[src/lpmc_defines.svh]
// Constants for the low-power mode controller: APB offsets, fields, reset values.
// Assumes a 32-bit APB master and a 50 MHz bus clock.
`ifndef LPMC_DEFINES_SVH
`define LPMC_DEFINES_SVH
`define LPMC_OFS_CTRL 12'h000
`define LPMC_OFS_STATUS 12'h004
`define LPMC_OFS_CLKCFG 12'h008
`define LPMC_OFS_VECTOR 12'h00C
`define LPMC_BIT_STOP_MODE_ENABLE 0
`define LPMC_BIT_DBGEN 1
`define LPMC_BIT_VOLTAGE_DETECT_ENABLE 2
`define LPMC_BIT_VOLTAGE_DETECT_IN_STOP 3
`define LPMC_BIT_OSCSTOP 0
`define LPMC_BIT_IREFSTOP 1
`define LPMC_REALTIME_PRESCALE_SELECT_LSB 4
`define LPMC_REALTIME_PRESCALE_SELECT_W 4
`define LPMC_CTRL_RST 4'h4
`define LPMC_CLK_RST 8'h00
`define LPMC_RESET_VEC 16'hFFFE
`define LPMC_WAKE_SRCS 7
`endif

[src/lpmc_pkg.sv]
// Types of the low-power mode controller.
// Assumes lpmc_defines.svh is included by users of the offsets.
package lpmc_pkg;
   typedef enum logic [3:0] {
      LPMC_RUN = 4'h1,
      LPMC_WAIT = 4'h2,
      LPMC_STOP = 4'h4,
      LPMC_BDM = 4'h8
   } lpmc_mode_t;
endpackage : lpmc_pkg

[src/lpmc_ctrl.sv]
// Low-power mode controller: run, wait, stop3 and active background sequencing.
// Assumes CPU events are one-cycle pulses on mclk_in; wake sources are async pins.
`timescale 1ns/1ps
`include "lpmc_defines.svh"
module lpmc_ctrl
   import lpmc_pkg::*;
(
   input wire logic mclk_in,
   input wire logic resetn_in,
   input wire logic psel_in,
   input wire logic penable_in,
   input wire logic pwrite_in,
   input wire logic [11:0] paddr_in,
   input wire logic [31:0] pwdata_in,
   output logic [31:0] prdata_out,
   output logic pready_out,
   output logic pslverr_out,
   input wire logic wait_exec_in,
   input wire logic stop_exec_in,
   input wire logic [`LPMC_WAKE_SRCS-1:0] wake_irq_in,
   input wire logic bdm_bgnd_cmd_in,
   input wire logic bdm_mem_cmd_in,
   input wire logic bdm_other_cmd_in,
   input wire logic rti_tick_in,
   output logic cpu_clk_en_out,
   output logic bus_clk_en_out,
   output logic dbg_clk_en_out,
   output logic osc_clk_en_out,
   output logic iref_clk_en_out,
   output logic rtc_clk_en_out,
   output logic lpo_en_out,
   output logic reg_full_out,
   output logic lvd_en_out,
   output logic clkgen_stby_out,
   output logic adc_stby_out,
   output logic cpu_stby_out,
   output logic flash_stby_out,
   output logic ram_stby_out,
   output logic clear_imask_out,
   output logic irq_resume_out,
   output logic [15:0] fetch_vec_out,
   output logic bdm_accept_out,
   output logic bdm_err_out,
   output logic illegal_stop_out
);
   // -------------------------------------------------------------
   // State
   // -------------------------------------------------------------
   typedef struct packed {
      lpmc_mode_t mode;
      logic [3:0] ctrl;
      logic [7:0] clkcfg;
      logic [2:0][`LPMC_WAKE_SRCS-1:0] sync;
      logic [2:0] bg_sync;
      logic [31:0] prdata;
      logic pready;
      logic pslverr;
      logic cpu_clk;
      logic bus_clk;
      logic dbg_clk;
      logic osc_clk;
      logic iref_clk;
      logic rtc_clk;
      logic reg_full;
      logic lvd_en;
      logic clkgen_stby;
      logic adc_stby;
      logic cpu_stby;
      logic flash_stby;
      logic ram_stby;
      logic clr_imask;
      logic irq_resume;
      logic [15:0] vec;
      logic bdm_accept;
      logic bdm_err;
      logic illegal;
      logic stop_dbg;
      logic stop_lvd;
   } lpmc_state_t;

   lpmc_state_t st;
   lpmc_state_t next_st;

   logic [`LPMC_WAKE_SRCS-1:0] wake_stable;
   logic bg_stable;
   logic low_power;
   logic realtime_prescale_select_on;

   // Second and third stages agree before a wake counts
   assign wake_stable = st.sync[1] & st.sync[2];
   assign bg_stable = st.bg_sync[1] & st.bg_sync[2];
   assign low_power = (st.mode == LPMC_WAIT) || (st.mode == LPMC_STOP);
   assign realtime_prescale_select_on = |st.clkcfg[`LPMC_REALTIME_PRESCALE_SELECT_LSB +: `LPMC_REALTIME_PRESCALE_SELECT_W];

   always_comb begin
      next_st = st;
      next_st.sync[0] = wake_irq_in;
      next_st.sync[1] = st.sync[0];
      next_st.sync[2] = st.sync[1];
      next_st.bg_sync[0] = bdm_bgnd_cmd_in;
      next_st.bg_sync[1] = st.bg_sync[0];
      next_st.bg_sync[2] = st.bg_sync[1];
      next_st.clr_imask = 1'b0;
      next_st.irq_resume = 1'b0;
      next_st.bdm_accept = 1'b0;
      next_st.bdm_err = 1'b0;
      next_st.illegal = 1'b0;
      next_st.pready = 1'b0;
      next_st.pslverr = 1'b0;
      // -------------------------------------------------------------
      // APB slave, one wait state
      // -------------------------------------------------------------
      if (psel_in && penable_in && !st.pready) begin
         next_st.pready = 1'b1;
         next_st.prdata = 32'h0000_0000;
         unique case (paddr_in)
            `LPMC_OFS_CTRL: begin
               next_st.prdata = {28'h0000000, st.ctrl};
            end
            `LPMC_OFS_STATUS: begin
               next_st.prdata = {28'h0000000, st.mode};
            end
            `LPMC_OFS_CLKCFG: begin
               next_st.prdata = {24'h000000, st.clkcfg};
            end
            `LPMC_OFS_VECTOR: begin
               next_st.prdata = {16'h0000, st.vec};
            end
            default: begin
               next_st.pslverr = 1'b1;
            end
         endcase
      end
      // Write lands only on the completing edge, pready high
      if (psel_in && penable_in && pwrite_in && st.pready) begin
         if (paddr_in == `LPMC_OFS_CTRL) next_st.ctrl = pwdata_in[3:0];
         if (paddr_in == `LPMC_OFS_CLKCFG) next_st.clkcfg = pwdata_in[7:0];
      end
      // -------------------------------------------------------------
      // Mode sequencing
      // -------------------------------------------------------------
      unique case (st.mode)
         LPMC_RUN: begin
            if (wait_exec_in) begin
               next_st.mode = LPMC_WAIT;
               next_st.clr_imask = 1'b1;
            end else if (stop_exec_in) begin
               next_st.clr_imask = 1'b1;
               if (st.ctrl[`LPMC_BIT_STOP_MODE_ENABLE]) begin
                  next_st.mode = LPMC_STOP;
                  next_st.stop_dbg = st.ctrl[`LPMC_BIT_DBGEN];
                  next_st.stop_lvd = st.ctrl[`LPMC_BIT_VOLTAGE_DETECT_ENABLE] & st.ctrl[`LPMC_BIT_VOLTAGE_DETECT_IN_STOP];
               end else begin
                  next_st.illegal = 1'b1;
               end
            end else if (bg_stable && st.ctrl[`LPMC_BIT_DBGEN]) begin
               next_st.mode = LPMC_BDM;
            end
         end
         LPMC_WAIT: begin
            if (bg_stable) begin
               next_st.mode = LPMC_BDM;
            end else if (|wake_stable) begin
               next_st.mode = LPMC_RUN;
               next_st.irq_resume = 1'b1;
            end
         end
         LPMC_STOP: begin
            if (bg_stable && st.ctrl[`LPMC_BIT_DBGEN]) begin
               next_st.mode = LPMC_BDM;
            end else if (|wake_stable || (rti_tick_in && realtime_prescale_select_on)) begin
               next_st.mode = LPMC_RUN;
               next_st.irq_resume = 1'b1;
            end
         end
         LPMC_BDM: begin
            if (!st.ctrl[`LPMC_BIT_DBGEN]) next_st.mode = LPMC_RUN;
         end
      endcase
      if (low_power) begin
         next_st.bdm_accept = bg_stable | bdm_mem_cmd_in;
         next_st.bdm_err = bdm_mem_cmd_in;
      end else begin
         next_st.bdm_accept = bg_stable | bdm_mem_cmd_in | bdm_other_cmd_in;
      end
      // -------------------------------------------------------------
      // Clock, regulator and standby outputs from next mode; rtc clock from clkcfg in every mode
      // -------------------------------------------------------------
      // bus clocks, full regulation
      next_st.cpu_clk = (next_st.mode == LPMC_RUN) || (next_st.mode == LPMC_BDM);
      next_st.bus_clk = (next_st.mode != LPMC_STOP);
      next_st.cpu_stby = (next_st.mode == LPMC_WAIT) || (next_st.mode == LPMC_STOP);
      next_st.ram_stby = next_st.cpu_stby;
      next_st.flash_stby = (next_st.mode == LPMC_STOP);
      if (next_st.mode == LPMC_STOP) begin
         next_st.osc_clk = ~st.clkcfg[`LPMC_BIT_OSCSTOP] ? 1'b0 : 1'b1;
         next_st.iref_clk = st.clkcfg[`LPMC_BIT_IREFSTOP];
         next_st.dbg_clk = next_st.stop_dbg;
         next_st.clkgen_stby = 1'b1;
         next_st.adc_stby = 1'b1;
         next_st.reg_full = next_st.stop_dbg | next_st.stop_lvd;
         next_st.lvd_en = st.ctrl[`LPMC_BIT_VOLTAGE_DETECT_ENABLE] &
            (st.ctrl[`LPMC_BIT_VOLTAGE_DETECT_IN_STOP] | next_st.stop_dbg);
      end else begin
         next_st.osc_clk = 1'b1;
         next_st.iref_clk = 1'b1;
         next_st.dbg_clk = 1'b1;
         next_st.clkgen_stby = 1'b0;
         next_st.adc_stby = 1'b0;
         next_st.reg_full = 1'b1;
         next_st.lvd_en = st.ctrl[`LPMC_BIT_VOLTAGE_DETECT_ENABLE];
      end
      next_st.rtc_clk = realtime_prescale_select_on;
   end

   // pins held by retained state, no latch
   always_ff @(posedge mclk_in or negedge resetn_in) begin
      if (!resetn_in) begin
         st <= '0;
         st.mode <= LPMC_RUN;
         st.ctrl <= `LPMC_CTRL_RST;
         st.clkcfg <= `LPMC_CLK_RST;
         st.cpu_clk <= 1'b1;
         st.bus_clk <= 1'b1;
         st.dbg_clk <= 1'b1;
         st.osc_clk <= 1'b1;
         st.iref_clk <= 1'b1;
         st.reg_full <= 1'b1;
         st.lvd_en <= 1'b1;
         st.vec <= `LPMC_RESET_VEC;
      end else begin
         st <= next_st;
      end
   end

   assign prdata_out = st.prdata;
   assign pready_out = st.pready;
   assign pslverr_out = st.pslverr;
   assign cpu_clk_en_out = st.cpu_clk;
   assign bus_clk_en_out = st.bus_clk;
   assign dbg_clk_en_out = st.dbg_clk;
   assign osc_clk_en_out = st.osc_clk;
   assign iref_clk_en_out = st.iref_clk;
   assign rtc_clk_en_out = st.rtc_clk;
   // Oscillator never stops; it carries the stop3 wake timer
   assign lpo_en_out = 1'b1;
   assign reg_full_out = st.reg_full;
   assign lvd_en_out = st.lvd_en;
   assign clkgen_stby_out = st.clkgen_stby;
   assign adc_stby_out = st.adc_stby;
   assign cpu_stby_out = st.cpu_stby;
   assign flash_stby_out = st.flash_stby;
   assign ram_stby_out = st.ram_stby;
   assign clear_imask_out = st.clr_imask;
   assign irq_resume_out = st.irq_resume;
   assign fetch_vec_out = st.vec;
   assign bdm_accept_out = st.bdm_accept;
   assign bdm_err_out = st.bdm_err;
   assign illegal_stop_out = st.illegal;

   // -------------------------------------------------------------
   // Assertions
   // -------------------------------------------------------------
   property p_wait_gate;
      @(posedge mclk_in) disable iff (!resetn_in)
      (st.mode == LPMC_RUN && wait_exec_in) |=> (!cpu_clk_en_out && bus_clk_en_out);
   endproperty
   a_wait_gate: assert property (p_wait_gate) else $error("wait did not gate cpu");

   property p_wait_full;
      @(posedge mclk_in) disable iff (!resetn_in)
      (st.mode == LPMC_WAIT) |-> (reg_full_out && bus_clk_en_out);
   endproperty
   a_wait_full: assert property (p_wait_full) else $error("wait lost regulation");

   property p_imask;
      @(posedge mclk_in) disable iff (!resetn_in)
      (st.mode == LPMC_RUN && (wait_exec_in || stop_exec_in)) |=> clear_imask_out;
   endproperty
   a_imask: assert property (p_imask) else $error("mask not cleared");

   property p_stop_en;
      @(posedge mclk_in) disable iff (!resetn_in)
      (st.mode == LPMC_RUN && !wait_exec_in && stop_exec_in && !st.ctrl[`LPMC_BIT_STOP_MODE_ENABLE])
         |=> (st.mode != LPMC_STOP && illegal_stop_out);
   endproperty
   a_stop_en: assert property (p_stop_en) else $error("stop entered while disabled");

   property p_lp_err;
      @(posedge mclk_in) disable iff (!resetn_in)
      (low_power && bdm_mem_cmd_in) |=> bdm_err_out;
   endproperty
   a_lp_err: assert property (p_lp_err) else $error("status error missing");

   property p_stop_reg;
      @(posedge mclk_in) disable iff (!resetn_in)
      (st.mode == LPMC_STOP && !st.stop_dbg && !st.stop_lvd) |-> !reg_full_out;
   endproperty
   a_stop_reg: assert property (p_stop_reg) else $error("stop3 not loose");

   property p_stop_dbg;
      @(posedge mclk_in) disable iff (!resetn_in)
      (st.mode == LPMC_STOP && st.stop_dbg) |-> (dbg_clk_en_out && reg_full_out);
   endproperty
   a_stop_dbg: assert property (p_stop_dbg) else $error("debug clocks lost");

   property p_wake_wait;
      @(posedge mclk_in) disable iff (!resetn_in)
      (st.mode == LPMC_WAIT && |wake_irq_in && !bdm_bgnd_cmd_in) [*3]
         |-> ##[1:2] (st.mode != LPMC_WAIT);
   endproperty
   a_wake_wait: assert property (p_wake_wait) else $error("wait wake missed");

   property p_stop_lvd;
      @(posedge mclk_in) disable iff (!resetn_in)
      (st.mode == LPMC_STOP && st.stop_lvd) |-> reg_full_out;
   endproperty
   a_stop_lvd: assert property (p_stop_lvd) else $error("detect in stop lost regulator");

   property p_wait_stby;
      @(posedge mclk_in) disable iff (!resetn_in)
      (st.mode == LPMC_WAIT) |-> (cpu_stby_out && ram_stby_out && !flash_stby_out);
   endproperty
   a_wait_stby: assert property (p_wait_stby) else $error("wait standby wrong");

   property p_bg_wake;
      @(posedge mclk_in) disable iff (!resetn_in)
      (st.mode == LPMC_WAIT && bg_stable) |=> (st.mode == LPMC_BDM);
   endproperty
   a_bg_wake: assert property (p_bg_wake) else $error("background did not wake wait");
endmodule : lpmc_ctrl

[config.mk]
export PLATFORM = sky130hd
export DESIGN_NAME = lpmc_ctrl
export DESIGN_NICKNAME = d
export VERILOG_FILES = /design/src/lpmc_pkg.sv /design/src/lpmc_ctrl.sv
export VERILOG_INCLUDE_DIRS = /design/src /design/src/src
export SDC_FILE = /design/constraint.sdc
export NUM_CORES = 1
export LEC_CHECK = 0
export ABC_AREA = 1
export BUFFER_PORTS_ARGS = -buffer_cell sky130_fd_sc_hd__clkbuf_2
export CAP_MARGIN = 20
export CORE_ASPECT_RATIO = 1.75
export CORE_UTILIZATION = 40
export CTS_CLUSTER_DIAMETER = 120
export DETAILED_ROUTE_END_ITERATION = 16
export GPL_ROUTABILITY_DRIVEN = 1
export PLACE_DENSITY = 0.69
export RECOVER_POWER = 50
export SYNTH_ARGS = -nofsm -noshare
export SYNTH_HDL_FRONTEND = slang
export SYNTH_SLANG_ARGS = --single-unit
[constraint.sdc]
create_clock -name mclk_in -period 1.8 [get_ports mclk_in]
set_clock_uncertainty 0.2 [all_clocks]
set_input_delay 0.18 -clock mclk_in [delete_from_list [all_inputs] [get_ports mclk_in]]
set_output_delay 0.18 -clock mclk_in [all_outputs]
set_load 0.05 [all_outputs]
==> run summary, run 1 <==
Switch Pwr = 2.058 mW
Area growth syn-to-layout = 30.25%
# setup viols final = 0
Ys flop type = dfrtp_1
Core area = 0.007567 mm^2
WL/cell = 11.47 um
CP endpoint kind = flip-flop
#FFs+latches synth = 68
Ant. Diodes = 0
Biggest register = st
GP Congestion = 0.8510
Top-area cell type share of the netlist area = 0.4747
Rel. slew slack = 0.3239
Grt ovf = 0
WL met1 = 2148 um
Row cnt = 42
Post-Synthesis Cells = 323
Number of synthesized flops with an enable pin = 0
Chip width = 68.66 um
Synth Warn # = 0
Io pins = 131
Placed Area = 0.003423 mm^2
Clock Sinks = 68
H-tree depth = 3
Pin slew with the least headroom to its limit = 1014 ps
Total CTS buffers = 9
Static Leakage = 2.145 nW
Pin count of the biggest net entering global routing = 47
Placed insts = 474
CTS Root Cell = clkbuf_16
Top cells by area, synth = dfrtp_1 (47%), buf_4 (13%), nand2_1 (8.1%)
Finished Cell Area = 0.004051 mm^2
P_int = 3.252 mW
Post-route minimum period = 1746 ps
First-pass GRT wire length = 9735 um
Max-Cap Viols = 0
CTS tree = done
Synth cell types = 28
Layout cells sized above 1 = 0.3773
Non-Filler Instances = 520
Sequential share of power = 0.353
Max Buffers Root-to-Sink = 2
Port buffer count = 73
Post-Syn Area per Cell = 9.630 um^2
Critical path peak fanout = 4
Setup CP Type = flip-flop to flip-flop
Initial DRC count = 71
Synth async-reset ratio = 1.000
CP startpoint kind = flip-flop
Worst-path clk slew = 60 ps
Status = completed
Worst Path Required = 1860 ps
Post-Syn Area = 0.003110 mm^2
Initial antenna violation count = 0
GRT Total Usage = 0.1661
Slew Limit Fails = 0
Synth area leader = dfrtp_1
Vias in the first global route = 2,245
Met3 routed WL = 285 um
PnR Total Power = 5.310 mW
Critical Path AT = 1810 ps
Share of power burned in the clock network = 0.296
Hpwl dp = 4333 um
1st-pass router iterations = 5
Final period utilization = 0.9701
Final hold violation count = 0
Max reg flops = 26
Logic pwr share = 0.352
Initial Utilization = 0.4110
RSZ-0062 raised after global routing = yes
FILL cells = 735
Metal2 WL = 3387 um
Post-route DRC = 0
Uppermost layer routed = met4
Vias post-DR = 2,359
Total Wirelength = 5963 um
HP Class = primary input to flip-flop
Nets = 489
Max Clk Rate = 572.7 MHz
Pwr Density = 1311 mW/mm^2
Post-synthesis sequential area ratio = 0.5507
Switching share of total power = 0.3875
Die ar. = 0.008147 mm^2
Die outline height = 118.7 um
Maximum VDD drop = 803.9 uV
Insertion delay to the later sink of the worst-skew pair = 330 ps
Vias/cell = 4.537
Antenna Nets Post-Route = 0
## area by class of cell
class,count,area [um^2],share of cell area
Clock inverter,6,41.29,0.01019
Tap cell,88,110.1,0.02718
Timing Repair Buffer,115,740.7,0.1828
Sequential cell,68,1717,0.4237
Clock buffer,10,229.0,0.05652
Multi-Input combinational cell,199,1081,0.2668
Inverter,34,132.6,0.03274
## logic make-up after synthesis
kind of cell,synth area share
and+or+nand+nor,0.1983
muxes,0.02896
other,0.002414
AOI/OAI and AO/OA,0.05109
buffers and inverters,0.1685
DFF,0.5507
## cell usage in the layout (no fill, tap or decap), types with 9 or more instances in the layout
master         count
buf_4             19
clkbuf_16          9
clkbuf_2          71
conb_1            33
dfrtp_1           56
dfstp_2            9
dlygate4sd3_1     22
inv_1             29
nand2_1           63
nand3_1           12
nand4_1            9
nor2_1            16
o21ai_0           12
## cells in the mapped netlist, types with 2 or more instances
| master | count |
|---|---|
| conb_1 | 2 |
| dfrtp_1 | 59 |
| nor2_1 | 19 |
| o21ai_0 | 13 |
| dfstp_2 | 9 |
| o22a_1 | 4 |
| o21a_1 | 2 |
| a21oi_1 | 4 |
| nand2_1 | 67 |
| nor3_1 | 2 |
| nor4_1 | 3 |
| nor2_2 | 10 |
| nand2_2 | 2 |
| nand4_1 | 9 |
| nand3_1 | 14 |
| mux2_2 | 8 |
| buf_4 | 52 |
| nand3_2 | 3 |
| inv_1 | 32 |
## layer usage
metal / up-vias / track usage
li1: 1154 / -
met1: 1113 / 0.1725
met2: 78 / 0.2825
met3: 14 / 0.04923
met4: 0 / 0.09245
met5: - / 0
## final timing paths
kind	start	to	slack (ps)	cells past startpoint
worst max-delay path	st[106]	osc_clk_en_out	50	11
worst min-delay path	rti_tick_in	irq_resume_out	60	5
worst max register to register	st[106]	osc_clk_en_out	50	11
worst min register to register	next_st[83]	next_st[90]	150	0
max in group asynchronous	resetn_in	st[103]	310	3
min in group asynchronous	resetn_in	next_st[88]	420	3
## metrics by stage
step	hold slack (ps)	utilization	setup TNS [ps]	worst slack, ps
after floorplan	-315.6	-	0	30.94
after global placement	-31.71	0.4524	0	6.924
after detailed placement	-24.46	0.4524	-3.807	-3.807
after CTS	56.10	0.5246	0	6.273
after global routing	77.74	0.5354	-174.1	-52.70
final	58.16	0.5354	0	53.80
## critical path, cell delays in order, from the launching register on
cell	delay [ps]
dfstp_2	570
inv_2	70
nand3_4	110
nand2_4	70
nor2_4	100
nand2_1	80
o21ai_2	110
nand2_2	100
inv_4	90
nand2_4	60
inv_4	60
nand2_1	50
## timing repair
action,CTS,global route
pin swaps,2,14
setup buffers,4,5
endpoints found under the hold margin,93,0
gates cloned,0,0
gates resized for setup,8,21
setup endpoints to repair,4,8
hold buffers,22,0
## power groups by stage
stage / clock network, mW / registers (mW) / logic [mW]
finish: 1.57 / 1.87 / 1.87
global route: 1.67 / 1.90 / 2.01
CTS: 1.60 / 1.87 / 1.72
detailed placement: 0 / 1.89 / 1.60
global placement: 0 / 1.88 / 1.58
floorplan: 0 / 2.17 / 1.02
No activity file was read; power rests on OpenSTA's default activity.
==> inputs of run 2 (changes only) <==
--- a/config.mk
+++ b/config.mk
@@ -10,12 +10,12 @@
 export BUFFER_PORTS_ARGS = -buffer_cell sky130_fd_sc_hd__clkbuf_2
 export CAP_MARGIN = 20
 export CORE_ASPECT_RATIO = 1.75
+export CORE_MARGIN = 2
 export CORE_UTILIZATION = 40
 export CTS_CLUSTER_DIAMETER = 120
 export DETAILED_ROUTE_END_ITERATION = 16
 export GPL_ROUTABILITY_DRIVEN = 1
 export PLACE_DENSITY = 0.69
-export RECOVER_POWER = 50
 export SYNTH_ARGS = -nofsm -noshare
 export SYNTH_HDL_FRONTEND = slang
 export SYNTH_SLANG_ARGS = --single-unit
==> run 2 against run 1 <==
- critical path depth is 1 lower
- critical path type unchanged
- sequential power about the same
- highest routed layer unchanged
- sequential share of layout area is 0.62 points lower
- largest cell class unchanged
- combinational power hardly changed
- final cell count shrank 0.38%
- first-iteration DRC count rose by 30%
==> run summary, run 2 (synthesized netlist as in run 1, its figures left out) <==
Maximum VDD drop = 662.2 uV (-18%)
HP Class = primary input to flip-flop
H-tree depth = 3 (unchanged)
Max Clk Rate = 557.0 MHz (-2.7%)
Final hold slack = 1.170 ps (-56.99 ps)
Insertion delay to the later sink of the worst-skew pair = 330 ps (about the same)
Setup CP Type = flip-flop to flip-flop
Clock Sinks = 68 (unchanged)
Vias post-DR = 2,374 (+0.64%)
CTS Root Cell = clkbuf_16
CP endpoint kind = flip-flop
Most frequent cells in the layout = clkbuf_2 (72), nand2_1 (59), dfrtp_1 (56)
Switch Pwr = 2.050 mW (-0.38%)
Placed insts = 472 (-0.42%)
Met1 Use GR = 0.1596 (-0.01289)
Grt peak-use layer = met2
Switching share of total power = 0.3572 (-0.03035)
Critical path peak fanout = 4 (unchanged)
Max-Cap Viols = 0 (unchanged)
DP Worst Slack = -45.32 ps (-41.52 ps)
Pin count of the biggest net entering global routing = 57 (+21%)
Initial antenna violation count = 0 (unchanged)
Placed Area = 0.003396 mm^2 (-0.80%)
Vias/cell = 4.583 (+1.0%)
Slew Limit Fails = 0 (unchanged)
Hpwl dp = 4554 um (+5.1%)
WL/cell = 12.12 um (+5.7%)
RSZ-0062 raised after global routing = yes
Max Buffers Root-to-Sink = 2 (unchanged)
CP delay by family, top = flip-flops
CTS tree = done
Sequential share of power = 0.325 (-0.028)
Most common cell after layout, fill and taps aside = clkbuf_2
Ant. Diodes = 0 (unchanged)
Layout cells sized above 1 = 0.3791 (+0.001755)
Die ar. = 0.008525 mm^2 (+4.6%)
Biggest register = st
Slowest stage delay, CP = 590 ps (+20 ps)
Share of power burned in the clock network = 0.354 (+0.058)
Ordered list of cells on the worst path = inv_2 > nand3_2 > nand2_2 > nor2_4 > inv_1 > nand2_1 > nand2_2 > nand2_2 > inv_4 > o21a_1
Met2 Track Usage GR = 0.2771 (-0.005353)
Die outline height = 120.7 um (+1.7%)
Core area = 0.007567 mm^2 (unchanged)
Grt ovf = 0 (unchanged)
Worst-path clk slew = 60 ps (about the same)
GRT met3 Usage = 0.03417 (-0.01506)
Pwr Density = 1396 mW/mm^2 (+6.5%)
P_int = 3.689 mW (+13%)
Logic pwr share = 0.321 (-0.031)
Worst Path Required = 1820 ps (-40 ps)
Initial Utilization = 0.4110 (unchanged)
Total Wirelength = 6277 um (+5.3%)
Port buffer count = 73 (unchanged)
Final period utilization = 0.9974 (+0.02734)
Setup ws final = 4.596 ps (-49.21 ps)
Most numerous cell on the critical path = nand2_2
Final hold violation count = 0 (unchanged)
Finished Cell Area = 0.004111 mm^2 (+1.5%)
# setup viols final = 0 (unchanged)
Critical Path AT = 1810 ps (about the same)
CP max-delay cell = dfstp_2
Total CTS buffers = 9 (unchanged)
First-pass GRT wire length = 10,010 um (+2.8%)
Vias in the first global route = 2,274 (+1.3%)
1st-pass router iterations = 4 (-1)
GRT Total Usage = 0.1528 (-0.01327)
Non-Filler Instances = 518 (-0.38%)
CP startpoint kind = flip-flop
PnR Total Power = 5.739 mW (+8.1%)
Chip width = 70.66 um (+2.9%)
Row cnt = 42 (unchanged)
GP Congestion = 0.8792 (+3.3%)
Status = completed
FILL cells = 700 (-4.8%)
Post-route minimum period = 1795 ps (+49.21 ps)
Area growth syn-to-layout = 32.18%
Post-route DRC = 0 (unchanged)
Antenna Nets Post-Route = 0 (unchanged)
Initial DRC count = 92 (+30%)
Static Leakage = 2.171 nW (+1.2%)
Max reg flops = 26 (unchanged)
Io pins = 131 (unchanged)
Nets = 487 (-0.41%)
Critical path buffers and inverters = 3 (unchanged)
run 2: cell count changes in the layout (fill, tap and decap cells not counted), moves of 2 or more:
cell and change:
buf_4 -2, bufinv_16 +3, clkinvlp_4 -2, nand2_1 -4
nand2_2 +5
run 2: final cells by class:
cell class / count / area, um^2 / share of cell area
Sequential cell: 68 / 1717 / 0.4175
Clock inverter: 6 / 111.4 / 0.02708
Timing Repair Buffer: 113 / 733.2 / 0.1783
Tap cell: 88 / 110.1 / 0.02678
Multi-Input combinational cell: 199 / 1069 / 0.2599
Clock buffer: 10 / 239.0 / 0.05813
Inverter: 34 / 132.6 / 0.03226
run 2: metal layers:
metal  share of wire  vias to the layer above
met5               0                        -
met4           0.030                        0
met1            0.36                     1131
met2            0.57                       78
li1                -                     1150
met3           0.043                       15
run 2: through the flow:
stage          utilization  setup TNS [ps]
2_1_floorplan            -               0
3_3_place_gp        0.4487          -21.93
3_5_place_dp        0.4487          -145.5
4_1_cts             0.5327               0
5_1_grt             0.5433          -471.8
6_report            0.5433               0
run 2: worst register-to-register path: cells and delay by family, from the launching register on:
kind | cells | cell delay [ps]
and+or+nand+nor | 6 | 550
buffers and inverters | 3 | 180
AOI/OAI and AO/OA | 1 | 160
DFF | 1 | 590
run 2: worst paths after layout:
check | slack (ps) | start | cells past startpoint | to
worst max-delay path | 5 | st[106] | 10 | ram_stby_out
worst min-delay path | 1 | rti_tick_in | 4 | st[108]
worst min register to register | 150 | next_st[80] | 0 | next_st[87]
worst max register to register | 5 | st[106] | 10 | ram_stby_out
max in group asynchronous | 670 | resetn_in | 3 | osc_clk_en_out
min in group asynchronous | 80 | resetn_in | 2 | irq_resume_out
run 2: what timing repair did:
item | in CTS | in global routing
resized for setup | 6 | 20
hold buffers | 22 | 0
setup endpoints to repair | 4 | 9
setup buffers | 6 | 2
hold endpoints to repair | 87 | 0
pin swaps | 5 | 9
run 2: power groups by stage:
stage	Clock (mW)	Sequential, mW	Combinational [mW]
2_1_floorplan	0	2.17	1.02
3_3_place_gp	0	1.88	1.58
3_5_place_dp	0	1.88	1.60
4_1_cts	2.08	1.85	1.76
5_1_grt	2.15	1.89	1.97
6_report	2.03	1.86	1.84
